==> config.mk <==
export PLATFORM = sky130hd
export DESIGN_NAME = ccp_top
export DESIGN_NICKNAME = d
export VERILOG_FILES = /design/src/ccp_pkg.sv /design/src/ccp_sync.sv /design/src/ccp_top.sv
export SDC_FILE = /design/constraint.sdc
export NUM_CORES = 1
export LEC_CHECK = 0
export BUFFER_PORTS_ARGS = -buffer_cell sky130_fd_sc_hd__buf_2
export CAP_MARGIN = 20
export CORE_MARGIN = 8
export CORE_UTILIZATION = 50
export DETAILED_ROUTE_END_ITERATION = 10
export PLACE_DENSITY = 0.69
export SKIP_CTS_REPAIR_TIMING = 1
export SLEW_MARGIN = 20
export SYNTH_ARGS = -nofsm -noshare
export SYNTH_HDL_FRONTEND = slang
export SYNTH_SLANG_ARGS = --single-unit
==> constraint.sdc <==
create_clock -name core_clk -period 6.9 [get_ports core_clk]
set_input_delay 1.035 -clock core_clk [delete_from_list [all_inputs] [get_ports core_clk]]
set_output_delay 1.035 -clock core_clk [all_outputs]
set_load 0.005 [all_outputs]
==> src/ccp_pkg.sv <==
// ccp_pkg: constants for the codec control port
// assumes: shared by the control port top and the testbench
package ccp_pkg;
	localparam logic [6:0] CCP_SLAVE_BASE  = 7'h0a;
	localparam int         CCP_SLAVE_NBIT  = 5;
	localparam int         CCP_SPI_BITS    = 32;
	localparam int         CCP_WORD_BITS   = 16;
	localparam logic [15:0] CCP_ADDR_RST   = 16'h0000;
	localparam int         CCP_SYNC_STAGES = 2;
endpackage

==> src/ccp_sync.sv <==
// ccp_sync: two-stage level synchroniser
// assumes: input comes from outside the core_clk domain
`timescale 1ns/10ps
module ccp_sync (
	input  wire logic core_clk,
	input  wire logic rst_b,
	input  wire logic async_in,
	output logic      sync_out
);
	logic meta_r;

	// meta_r read only by sync_out
	always_ff @(posedge core_clk or negedge rst_b) begin
		if (!rst_b) begin
			meta_r   <= 1'b0;
			sync_out <= 1'b0;
		end else begin
			meta_r   <= async_in;
			sync_out <= meta_r;
		end
	end
endmodule // ccp_sync

==> src/ccp_top.sv <==
// ccp_top: slave control port, two-wire or four-wire write-only
// assumes: external master drives the serial clock; register file lies outside
`timescale 1ns/10ps
// Functional notes
// - 16-bit address and data, MSB first
// - read: set address, restart, read, nack, stop
// - write pairs auto-increment the address
// - read pairs auto-increment until nack
// - start or stop aborts current command
// - read without address uses retained address
// - four-wire: select, clock, data pins
// - four-wire mode writes only, no readback
// - select rise: last 32 bits, addr then data
// - slave address 0n01010, n from pin
// - device always slave, master clocks
// - strap low two-wire, high four-wire
module ccp_top (
	input  wire logic        core_clk,
	input  wire logic        rst_b,
	input  wire logic        port_sel_strap,
	input  wire logic        addr_bit_or_chip_select_pin,
	input  wire logic        ctrl_clk_pin,
	input  wire logic        ctrl_data_in,
	output logic             ctrl_data_out,
	output logic             ctrl_data_oe,
	output logic [15:0]      reg_addr,
	output logic [15:0]      reg_wdata,
	output logic             reg_wr,
	output logic             reg_rd,
	input  wire logic [15:0] reg_rdata
);
	// -------------------------------------------------------------
	// synchronisers
	// -------------------------------------------------------------
	logic scl_s, sda_s, cs_s, strap_s;
	ccp_sync u_scl (.core_clk(core_clk), .rst_b(rst_b), .async_in(ctrl_clk_pin),
		.sync_out(scl_s));
	ccp_sync u_sda (.core_clk(core_clk), .rst_b(rst_b), .async_in(ctrl_data_in),
		.sync_out(sda_s));
	ccp_sync u_cs (.core_clk(core_clk), .rst_b(rst_b),
		.async_in(addr_bit_or_chip_select_pin), .sync_out(cs_s));
	ccp_sync u_strap (.core_clk(core_clk), .rst_b(rst_b), .async_in(port_sel_strap),
		.sync_out(strap_s));

	logic scl_d_r, sda_d_r, cs_d_r, started_r, four_wire_r;
	logic [1:0] settle_r;
	always_ff @(posedge core_clk or negedge rst_b) begin
		if (!rst_b) begin
			scl_d_r <= 1'b1;
			sda_d_r <= 1'b1;
			cs_d_r  <= 1'b1;
		end else begin
			scl_d_r <= scl_s;
			sda_d_r <= sda_s;
			cs_d_r  <= cs_s;
		end
	end

	// strap caught once the synchroniser has settled; mode fixed thereafter
	// sampling earlier would see the synchroniser's reset level, not the strap
	always_ff @(posedge core_clk or negedge rst_b) begin
		if (!rst_b) begin
			settle_r    <= 2'd0;
			started_r   <= 1'b0;
			four_wire_r <= 1'b0;
		end else if (!started_r) begin
			if (settle_r == 2'(ccp_pkg::CCP_SYNC_STAGES)) begin
				started_r   <= 1'b1;
				four_wire_r <= strap_s;
			end else begin
				settle_r <= settle_r + 2'd1;
			end
		end
	end

	wire scl_rise = scl_s & ~scl_d_r;
	wire scl_fall = ~scl_s & scl_d_r;
	// master clocks the link in either mode
	wire i2c_on   = started_r & ~four_wire_r;
	wire spi_on   = started_r & four_wire_r;
	wire start_ev = i2c_on & scl_s & scl_d_r & sda_d_r & ~sda_s;
	wire stop_ev  = i2c_on & scl_s & scl_d_r & ~sda_d_r & sda_s;

	// -------------------------------------------------------------
	// four-wire write-only path
	// -------------------------------------------------------------
	logic [31:0] spi_sr_r;
	always_ff @(posedge core_clk or negedge rst_b) begin
		if (!rst_b) begin
			spi_sr_r <= 32'h0000_0000;
		end else if (spi_on && !cs_s && scl_rise) begin
			spi_sr_r <= {spi_sr_r[30:0], sda_s};
		end
	end
	wire spi_latch = spi_on & cs_s & ~cs_d_r;

	// -------------------------------------------------------------
	// two-wire slave
	// -------------------------------------------------------------
	typedef enum logic [2:0] {CCP_IDLE, CCP_RXBYTE, CCP_ACK, CCP_TXBYTE, CCP_TXACK}
		ccp_state_e;
	ccp_state_e  st_r;
	logic [2:0]  bit_r;
	logic [7:0]  sr_r;
	logic [1:0]  phase_r;  // 0 dev addr, 1 addr hi, 2 addr lo, 3 data
	logic        hi_r, rw_r, ack_drv_r, tx_drv_r, nack_r;
	logic [15:0] addr_r, tx_word_r;
	logic [7:0]  data_hi_r;
	logic        wr_r, rd_r;

	// address bit n taken from the synchronised pin level
	wire [6:0] my_addr = ccp_pkg::CCP_SLAVE_BASE |
		(7'(cs_s) << ccp_pkg::CCP_SLAVE_NBIT);

	always_ff @(posedge core_clk or negedge rst_b) begin
		if (!rst_b) begin
			st_r      <= CCP_IDLE;
			bit_r     <= 3'd7;
			sr_r      <= 8'h00;
			phase_r   <= 2'd0;
			hi_r      <= 1'b1;
			rw_r      <= 1'b0;
			ack_drv_r <= 1'b0;
			tx_drv_r  <= 1'b0;
			nack_r    <= 1'b0;
			addr_r    <= ccp_pkg::CCP_ADDR_RST;
			tx_word_r <= 16'h0000;
			data_hi_r <= 8'h00;
			wr_r      <= 1'b0;
			rd_r      <= 1'b0;
		end else begin
			wr_r <= 1'b0;
			rd_r <= 1'b0;
			if (spi_latch) begin
				// addr then data of last 32 bits
				wr_r <= 1'b1;
			end
			if (start_ev || stop_ev) begin
				// abort; addr_r retained for later reads
				st_r      <= start_ev ? CCP_RXBYTE : CCP_IDLE;
				bit_r     <= 3'd7;
				phase_r   <= 2'd0;
				hi_r      <= 1'b1;
				ack_drv_r <= 1'b0;
				tx_drv_r  <= 1'b0;
			end else if (i2c_on) begin
				unique case (st_r)
					CCP_IDLE: ;
					CCP_RXBYTE: if (scl_rise) begin
						sr_r <= {sr_r[6:0], sda_s};
						bit_r <= bit_r - 3'd1;
						if (bit_r == 3'd0) begin
							st_r <= CCP_ACK;
						end
					end
					CCP_ACK: if (scl_fall && !ack_drv_r) begin
						if (phase_r == 2'd0) begin
							if (sr_r[7:1] == my_addr) begin
								ack_drv_r <= 1'b1;
								rw_r      <= sr_r[0];
							end else begin
								st_r <= CCP_IDLE;
							end
						end else begin
							ack_drv_r <= 1'b1;
							unique case (phase_r)
								2'd1: addr_r[15:8] <= sr_r;
								2'd2: addr_r[7:0]  <= sr_r;
								default: begin
									if (hi_r) begin
										data_hi_r <= sr_r;
									end else begin
										wr_r <= 1'b1;
									end
									hi_r <= ~hi_r;
								end
							endcase
						end
					end else if (scl_fall && ack_drv_r) begin
						ack_drv_r <= 1'b0;
						bit_r     <= 3'd7;
						if (phase_r == 2'd0 && rw_r) begin
							tx_word_r <= reg_rdata;
							rd_r      <= 1'b1;
							sr_r      <= reg_rdata[15:8];
							hi_r      <= 1'b0;
							tx_drv_r  <= 1'b1;
							st_r      <= CCP_TXBYTE;
						end else begin
							if (phase_r != 2'd3) begin
								phase_r <= phase_r + 2'd1;
							end
							st_r <= CCP_RXBYTE;
						end
					end
					CCP_TXBYTE: if (scl_fall) begin
						if (bit_r == 3'd0) begin
							tx_drv_r <= 1'b0;
							st_r     <= CCP_TXACK;
						end else begin
							sr_r  <= {sr_r[6:0], 1'b0};
							bit_r <= bit_r - 3'd1;
						end
					end
					CCP_TXACK: begin
						if (scl_rise) begin
							nack_r <= sda_s;
						end
						if (scl_fall) begin
							if (nack_r) begin
								st_r <= CCP_IDLE;
								if (!hi_r) begin
									addr_r <= addr_r + 16'h0001;
								end
							end else begin
								bit_r    <= 3'd7;
								tx_drv_r <= 1'b1;
								st_r     <= CCP_TXBYTE;
								if (hi_r) begin
									sr_r      <= reg_rdata[15:8];
									tx_word_r <= reg_rdata;
									rd_r      <= 1'b1;
								end else begin
									sr_r   <= tx_word_r[7:0];
									addr_r <= addr_r + 16'h0001;
								end
								hi_r <= ~hi_r;
							end
						end
					end
					default: st_r <= CCP_IDLE;
				endcase
			end
			if (wr_r && i2c_on) begin
				addr_r <= addr_r + 16'h0001;
			end
		end
	end

	// -------------------------------------------------------------
	// outputs
	// -------------------------------------------------------------
	always_ff @(posedge core_clk or negedge rst_b) begin
		if (!rst_b) begin
			reg_addr  <= 16'h0000;
			reg_wdata <= 16'h0000;
		end else if (spi_latch) begin
			reg_addr  <= spi_sr_r[31:16];
			reg_wdata <= spi_sr_r[15:0];
		end else if (i2c_on && st_r == CCP_ACK && scl_fall && !ack_drv_r
				&& phase_r == 2'd3 && !hi_r) begin
			reg_addr  <= addr_r;
			reg_wdata <= {data_hi_r, sr_r};
		end else if (i2c_on) begin
			// read data is looked up from reg_addr, so it follows the current address
			reg_addr <= addr_r;
		end
	end

	// open-drain: drive low only; read path absent in four-wire mode
	assign reg_wr        = wr_r;
	assign reg_rd        = rd_r;
	assign ctrl_data_out = 1'b0;
	assign ctrl_data_oe  = i2c_on & (ack_drv_r | (tx_drv_r & ~sr_r[7]));
endmodule // ccp_top

* Yosys cells after proc, flatten, opt, wreduce, memory -nomap -nowiden
Index checks and enable logic that the tools add are counted.
Operators by class: equal/unequal tests 46, reduce and logical (&&, ||, !) cells 48, bitwise operators 28, mux-type cells 110, add/sub/neg operators 4
Operators with widths (number):
- 2-to-1 mux 16 bit | 12
- 2-to-1 mux 8 bit | 17
- 2-to-1 mux 3 bit | 20
- 2-to-1 mux 1 bit | 44
- != test 3 bit, second input constant | 14
- one-hot mux 16 bit (2 select lines) | 1
- one-hot mux 8 bit (4 select lines) | 1
- AND reduction 9 bit | 3
- != test 2 bit, second input constant | 13
- != test 4 bit, second input constant | 6
- AND reduction 8 bit | 3
- 2-to-1 mux 2 bit | 9
- adder 16 x 1 -> 16 bit, second input constant | 1
- one-hot mux 8 bit (2 select lines) | 1
- one-hot mux 3 bit (5 select lines) | 1
- bitwise AND 1 bit | 14
- nonzero test 2 bit | 7
- NOT 1 bit | 13
- one-hot mux 3 bit (4 select lines) | 1
- AND reduction 6 bit | 2
- nonzero test 3 bit | 4
- logical AND 1 bit | 11
- AND reduction 11 bit | 1
- AND reduction 10 bit | 1
- other kinds (24) | 36
Word-level totals: flip-flop bits (word level) 134, logic and storage cells 268, output and inout port bits 36

* Longest topological paths before layout
Gate-level depths: netlist of run 1.
word-level depth 11, gate-level depth with buffers 9, mapped depth without buffers 7

* Hierarchy
From an unflattened synthesis of run 1, not the netlist that was laid out.
Second synthesis, totals: cells, all modules 580, area, all modules 6388.6 um^2
By module, submodules not included:
- ccp_top | cells an instance 572, times used 1, area each 6188.4 um^2
- ccp_sync | cells an instance 2, times used 4, area each 50.0 um^2

* Worst setup path before layout of run 1
Ideal clock, no wire load.
path type flip-flop to flip-flop, start point register phase_r[0], end point register sr_r[0], setup time 0.125 ns, clock period less this slack 2.185 ns, buffers on the path 1, slack 4.715 ns, required time 6.775 ns, data arrival time 2.060 ns, stages on the path, launching flop included 9, path through dfrtp_1 -> inv_1 -> ha_1 -> clkbuf_1 -> nand3_1 -> o21ai_0 -> nand3_1 -> nor2_2 -> mux2_2
On the way: longest elaborated chain between the ends 4
Ends and longest elaborated chain:
- start: declaration | line ccp_top.sv:105 | logic [1:0] phase_r;
- start signal: assignment | line ccp_top.sv:191 | phase_r <= phase_r + 2'd1;
- logical NOT 2 bit | line ccp_top.sv:182 | if (phase_r == 2'd0 && rw_r) begin
- logical AND 1 bit | line ccp_top.sv:182
- != test 2 bit (no line)
- AND reduction 11 bit (no line)
- end signal: assignment | line ccp_top.sv:185 | sr_r <= reg_rdata[15:8];
- end signal: assignment | line ccp_top.sv:201 | sr_r <= {sr_r[6:0], 1'b0};
- end signal: assignment | line ccp_top.sv:220 | sr_r <= reg_rdata[15:8];
- end: declaration | line ccp_top.sv:104 | logic [7:0] sr_r;
Every way passes these cells. A chain may end at the register's enable or synchronous reset.

* Worst setup path after layout of run 1
start point register st_r[1], end point register tx_word_r[5]
On the way: longest elaborated chain between the ends 3
Ends and longest elaborated chain:
- start: declaration | line ccp_top.sv:102 | ccp_state_e st_r;
- start signal: assignment | line ccp_top.sv:140 | st_r <= start_ev ? CCP_RXBYTE : CCP_IDLE;
- == test 3 bit or == test 3 x 2 -> 1 bit (tied branches) | line ccp_top.sv:147 | unique case (st_r)
- != test 2 bit (no line) or nonzero test 2 bit (tied branches)
- AND reduction 9 bit (no line)
- end signal: assignment | line ccp_top.sv:183 | tx_word_r <= reg_rdata;
- end signal: assignment | line ccp_top.sv:221 | tx_word_r <= reg_rdata;
- end: declaration | line ccp_top.sv:107 | logic [15:0] addr_r, tx_word_r;
Parallel ways exist; a longest one is shown, timed or not.

==> flow_metrics.py, run 1 <==
metrics = {
    "critical_path": {
        "r2r-end": "tx_word_r[5]$_DFFE_PN0P_",
        "start_kind": "flip-flop",
        "reg2reg_slack_ns": 4.02,
        "crit_start": "st_r[1]$_DFFE_PN0P_",
        "critPathKind": "flip-flop to flip-flop",
        "crit_arrival_ns": 3.18,
        "max_stage_delay_ns": 0.68,
        "critical_path.slowest_cell": "dfrtp_1",
        "r2r_cells": 5,
        "end_kind": "flip-flop",
        "path_common_cell": "nor2b_1",
        "cp_cell_sequence": "nor2b_1 -> a21oi_1 -> nor2_1 -> nor2b_1 -> mux2_2",
        "r2r_start": "st_r[1]$_DFFE_PN0P_",
        "crit_required_ns": 7.20,
        "crit_fanout": 18,
    },
    "synth": {
        "synth_ff_type": "dfrtp_1",
        "synthArstFlopShare": 1.00,
        "netlist_instances": 583,
        "synthTopCellsByArea": "dfrtp_1, mux2_2, a21oi_1",
        "synth-edff-count": 0,
        "synth_common_cells": "dfrtp_1, mux2_2, nand2_1",
        "yosys_warnings": 0,
        "yosysSeqAreaShare": 0.531,
        "ys_types": 65,
        "syn_area_per_cell_um2": 10.9,
        "syn_nets": 613,
        "synthesis.area_um2": 6330,
        "synth.most_common_cell": "dfrtp_1",
        "yosysTopAreaCellShare": 0.502,
        "yosysTopAreaCell": "dfrtp_1",
        "ys_ff_latch": 134,
    },
    "die": {
        "ios": 58,
        "core_um2": 12500,
        "die_w_um": 129,
        "num_rows": 41,
        "dieArea_um2": 16500,
        "start_util": 0.506,
        "fp.dieH_um": 129,
    },
    "sta": {
        "fin_crit_sh": 0.417,
        "timing.slew.headroom": 0.321,
        "hold_viol": 0,
        "fmax_ghz": 0.348,
        "fin_crit_ns": 2.88,
        "setup-tns-final_ns": 0,
        "drv_slew": 0,
        "setup_violations": 0,
        "worstMarginPinSlew_ns": 1.02,
        "rsz0062_at_grt": "no",
        "finalClockSkew_ns": 0.0101,
    },
    "placement": {
        "io_buffers": 56,
        "dp_hpwl_um": 10500,
        "gp_congestion": 0.863,
    },
    "routing": {
        "wirelength_um": 15600,
        "drc": 0,
        "routed-via-count": 4826,
        "drtAntennaViolNets": 0,
        "drtIter0Drc": 352,
        "firstDrtPassIters": 5,
        "wl_per_cell_um": 19.2,
        "drt-vias-per-instance": 5.94,
    },
    "global_route": {
        "grt_antenna_before_repair": 0,
        "grt_pass1_vias": 4848,
        "overflow": 0,
        "grt_max_degree": 75,
        "grt_usage": 0.201,
        "grt_pass1_wl_um": 25700,
    },
    "pwr": {
        "p_per_area_nw_per_um2": 285,
        "leakage_nw": 3.34,
        "ir_drop_v": 0.000208,
    },
    "clock_tree": {
        "cts_root_buffer": "clkbuf_16",
        "htreeDepth": 4,
        "cts_tree": "yes",
        "clkSlewWorstSetupHoldPaths_ns": 0.05,
        "numClockSinks": 134,
        "clockBufferDepth": 2,
        "numCtsBuffers": 17,
        "clk_latency_ns": 0.42,
    },
    "status": {
        "status": "finished clean",
    },
    "finish": {
        "antenna_cells": 0,
        "area_growth_pct": 15.8,
        "fin_nets": 658,
        "fillers": 1071,
        "final_util": 0.586,
        "drive_gt1_frac": 0.257,
    },
    "min_path": {
        "holdPathStages": 0,
        "hold_path.startpoint": "u_strap.meta_r$_DFF_PN0_",
        "hold_path_end": "u_strap.sync_out$_DFF_PN0_",
        "hold_path.class": "flip-flop to flip-flop",
    },
    "job": {
        "maxCapViolCount": 0,
    },
}
[stage by stage]
step | total power (W) | hold slack (ns) | cell area (um^2) | instances | setup slack [ns]
after detailed placement | 0.00119 | 0.341 | 6730 | 780 | 3.78
final | 0.00209 | 0.352 | 7340 | 813 | 4.02
after global placement | 0.00118 | 0.333 | 6730 | 780 | 3.88
after global routing | 0.00218 | 0.357 | 7340 | 813 | 3.82
after floorplan | 0.00108 | 0.331 | 6330 | 583 | 4.71
after CTS | 0.00211 | 0.353 | 7320 | 812 | 3.74
[power breakdown]
| group | total, W | internal [W] | switching (W) | leakage, nW |
|---|---|---|---|---|
| registers | 0.000939 | 0.000862 | 0.0000768 | 1.63 |
| logic | 0.000234 | 0.000107 | 0.000127 | 1.42 |
| clock network | 0.000917 | 0.000586 | 0.000332 | 0.291 |
[worst max-delay path by stage]
stage | end | slack [ns] | cells past startpoint
after floorplan | sr_r[0]$_DFFE_PN0P_ | 4.71 | 8
after global placement | reg_wdata[14]$_DFFE_PN0P_ | 3.88 | 5
after detailed placement | reg_wdata[10]$_DFFE_PN0P_ | 3.78 | 5
after CTS | reg_wdata[11]$_DFFE_PN0P_ | 3.74 | 5
after global routing | tx_word_r[2]$_DFFE_PN0P_ | 3.82 | 5
final | tx_word_r[5]$_DFFE_PN0P_ | 4.02 | 5
[cells in the final DEF, fill, tap and decap left out, types with 10 or more instances in the layout]
cell type  count
a21oi_1       49
a22oi_1       15
buf_2         55
clkbuf_16     17
dfrtp_1      127
inv_1         15
mux2_2        54
mux2i_1       10
nand2_1       53
nand3_1       18
nor2_1        46
o22a_1        12
o22ai_1       17
[cell families after synthesis]
kind of cell	count (synthesis)	share of synthesized area
mux	64	0.112
buf+inv	50	0.0332
simple gates	174	0.140
xor+xnor	4	0.00553
other cells	1	0.000592
compound gates	148	0.163
fa+ha+maj	8	0.0158
flops	134	0.531
[per-layer routing]
layer	vias to the layer above	share of wire	GRT usage
met5	-	0	0
met4	0	0.025	0.0871
met3	35	0.062	0.0550
met2	159	0.46	0.305
met1	2401	0.46	0.264
li1	2231	-	-
[cell type report]
cell class                 instances  area (um^2)  area share
tap                              172          215      0.0293
inverter                          15         56.3     0.00767
multi-input combinational        399         2780       0.379
clock inverter                     9          126      0.0172
timing repair buffer              61          332      0.0452
clock buffer                      23          468      0.0638
sequential                       134         3360       0.458
[registers in the layout, summed over array words and instances (netlist names), 8 cells and up]
| register | flops |
|---|---|
| reg_wdata | 16 |
| data_hi_r | 8 |
| tx_word_r | 8 |
| spi_sr_r | 32 |
| addr_r | 16 |
| reg_addr | 16 |
| sr_r | 8 |
[worst max-delay path: cells and delay by family (launching register included)]
family / cells / cell delay (ns)
and+or+nand+nor: 3 / 1.59
DFF: 1 / 0.68
muxes: 1 / 0.41
AOI/OAI and AO/OA: 1 / 0.07
No activity file was read; power rests on OpenSTA's default activity.
==> run 2: changes to the inputs <==
clock period = 2.8 ns   (was 6.9 ns; I/O delays follow)
==> run 2 against run 1 <==
- via count decreased by 0.21%
- power increased by 130%
- clock-buffer cell count grew 1
- clock power grew 120%
- critical path depth fell by 1
- sequential share of layout area down 0.42 points
- final area grew 0.92%
- combinational power rose to 2.6 times the previous value
- critical path type unchanged
==> flow_metrics.py, run 2 (synthesis gave the netlist of run 1 again) <==
metrics = {
    "die": {
        "dieArea_um2": 16500,
        "fp.dieH_um": 129,
        "start_util": 0.506,
        "die_w_um": 129,
        "ios": 58,
        "num_rows": 41,
        "core_um2": 12500,
    },
    "routing": {
        "routed-via-count": 4816,
        "firstDrtPassIters": 5,
        "drtIter0Drc": 316,
        "wirelength_um": 15500,
        "drt-vias-per-instance": 5.80,
        "drc": 0,
        "drtAntennaViolNets": 0,
        "wl_per_cell_um": 18.7,
    },
    "critical_path": {
        "critPathKind": "flip-flop to flip-flop",
        "crit_required_ns": 3.11,
        "start_kind": "flip-flop",
        "r2r_start": "scl_d_r$_DFF_PN1_",
        "crit_arrival_ns": 2.81,
        "crit_fanout": 11,
        "r2r_cells": 4,
        "r2r-end": "data_hi_r[0]$_DFFE_PN0P_",
        "end_kind": "flip-flop",
        "reg2reg_slack_ns": 0.29,
    },
    "clock_tree": {
        "cts_tree": "yes",
        "numCtsBuffers": 17,
        "htreeDepth": 4,
        "clk_latency_ns": 0.43,
        "cts_root_buffer": "clkbuf_16",
        "clkSlewWorstSetupHoldPaths_ns": 0.06,
        "numClockSinks": 134,
        "clockBufferDepth": 2,
    },
    "finish": {
        "largest_reg_flops": 32,
        "top_register": "spi_sr_r",
        "fin_area_um2": 7400,
        "drive_gt1_frac": 0.275,
        "area_growth_pct": 16.9,
        "antenna_cells": 0,
        "fin_nets": 675,
        "layout_common_cells": "dfrtp_1, buf_2, mux2_2, nand2_1, a21oi_1",
        "final_common_cell": "dfrtp_1",
    },
    "sta": {
        "timing.slew.headroom": 0.471,
        "setup-tns-final_ns": 0,
        "fin_crit_ns": 2.51,
        "setup_violations": 0,
        "worstMarginPinSlew_ns": 0.785,
        "finalClockSkew_ns": 0.00631,
        "rsz0062_at_grt": "no",
        "drv_slew": 0,
        "hold_viol": 0,
        "fin_crit_sh": 0.895,
        "fmax_ghz": 0.399,
    },
    "global_route": {
        "grt_pass1_vias": 4962,
        "grt_antenna_before_repair": 0,
        "grt_usage": 0.201,
        "overflow": 0,
        "grt_pass1_wl_um": 25800,
        "grt_max_degree": 69,
    },
    "pwr": {
        "clock_power_share": 0.408,
        "ir_drop_v": 0.000645,
        "p_sw_frac": 0.266,
        "p_per_area_nw_per_um2": 662,
        "combPwrFrac": 0.123,
        "power_switching_w": 0.00130,
        "internal_power_w": 0.00360,
        "leakage_nw": 3.41,
        "seqPwrFrac": 0.469,
    },
    "status": {
        "status": "finished clean",
    },
    "placement": {
        "placed_area_um2": 6870,
        "gp_congestion": 0.884,
        "io_buffers": 56,
        "dp_hpwl_um": 10700,
    },
    "job": {
        "maxCapViolCount": 0,
    },
    "min_path": {
        "hold_path.class": "input port to async pin",
    },
}
==> run 2: worst max-delay path by stage <==
stage	end	startpoint
after floorplan	sr_r[0]$_DFFE_PN0P_	phase_r[0]$_DFFE_PN0P_
after global placement	data_hi_r[3]$_DFFE_PN0P_	scl_d_r$_DFF_PN1_
after detailed placement	data_hi_r[7]$_DFFE_PN0P_	scl_d_r$_DFF_PN1_
after CTS	data_hi_r[0]$_DFFE_PN0P_	scl_d_r$_DFF_PN1_
after global routing	data_hi_r[1]$_DFFE_PN0P_	scl_d_r$_DFF_PN1_
final	data_hi_r[0]$_DFFE_PN0P_	scl_d_r$_DFF_PN1_
==> run 2: layer usage <==
metal,global-route usage,up-vias,part of all wire
met5,0,-,0
met4,0.0788,0,0.020
met3,0.0625,27,0.061
met2,0.302,148,0.46
met1,0.268,2382,0.46
li1,-,2259,-
==> run 2: area by class of cell <==
type | instances | area (um^2)
fillers | 1067 | 5110
well taps | 172 | 215
inverters | 15 | 56.3
multi-input cells | 399 | 2780
repair buffers | 78 | 464
clock inverters | 8 | 50.0
flip-flops and latches | 134 | 3360
clock buffers | 24 | 482
==> run 2: through the flow <==
step,std cells,hold slack [ns],util,total power [W],setup slack [ns]
after floorplan,583,0.124,-,0.00265,0.615
after global placement,798,0.334,0.549,0.00291,0.372
after detailed placement,798,0.336,0.549,0.00294,0.297
after CTS,830,0.0179,0.592,0.00495,0.282
after global routing,830,0.0365,0.592,0.00513,0.175
final,830,0.000116,0.592,0.00490,0.294
==> run 2: power groups by stage <==
stage | combinational, W | clock, W | sequential [W]
floorplan | 0.000379 | 0 | 0.00227
global placement | 0.000591 | 0 | 0.00232
detailed placement | 0.000607 | 0 | 0.00233
CTS | 0.000612 | 0.00204 | 0.00230
global route | 0.000685 | 0.00212 | 0.00232
finish | 0.000603 | 0.00200 | 0.00230
==> run 2: critical path, stage by stage (launching register included) <==
cell and delay (ns):
dfstp_2 0.64, or3b_2 0.55, a2111oi_4 0.35, and3_1 0.45, mux2_2 0.39
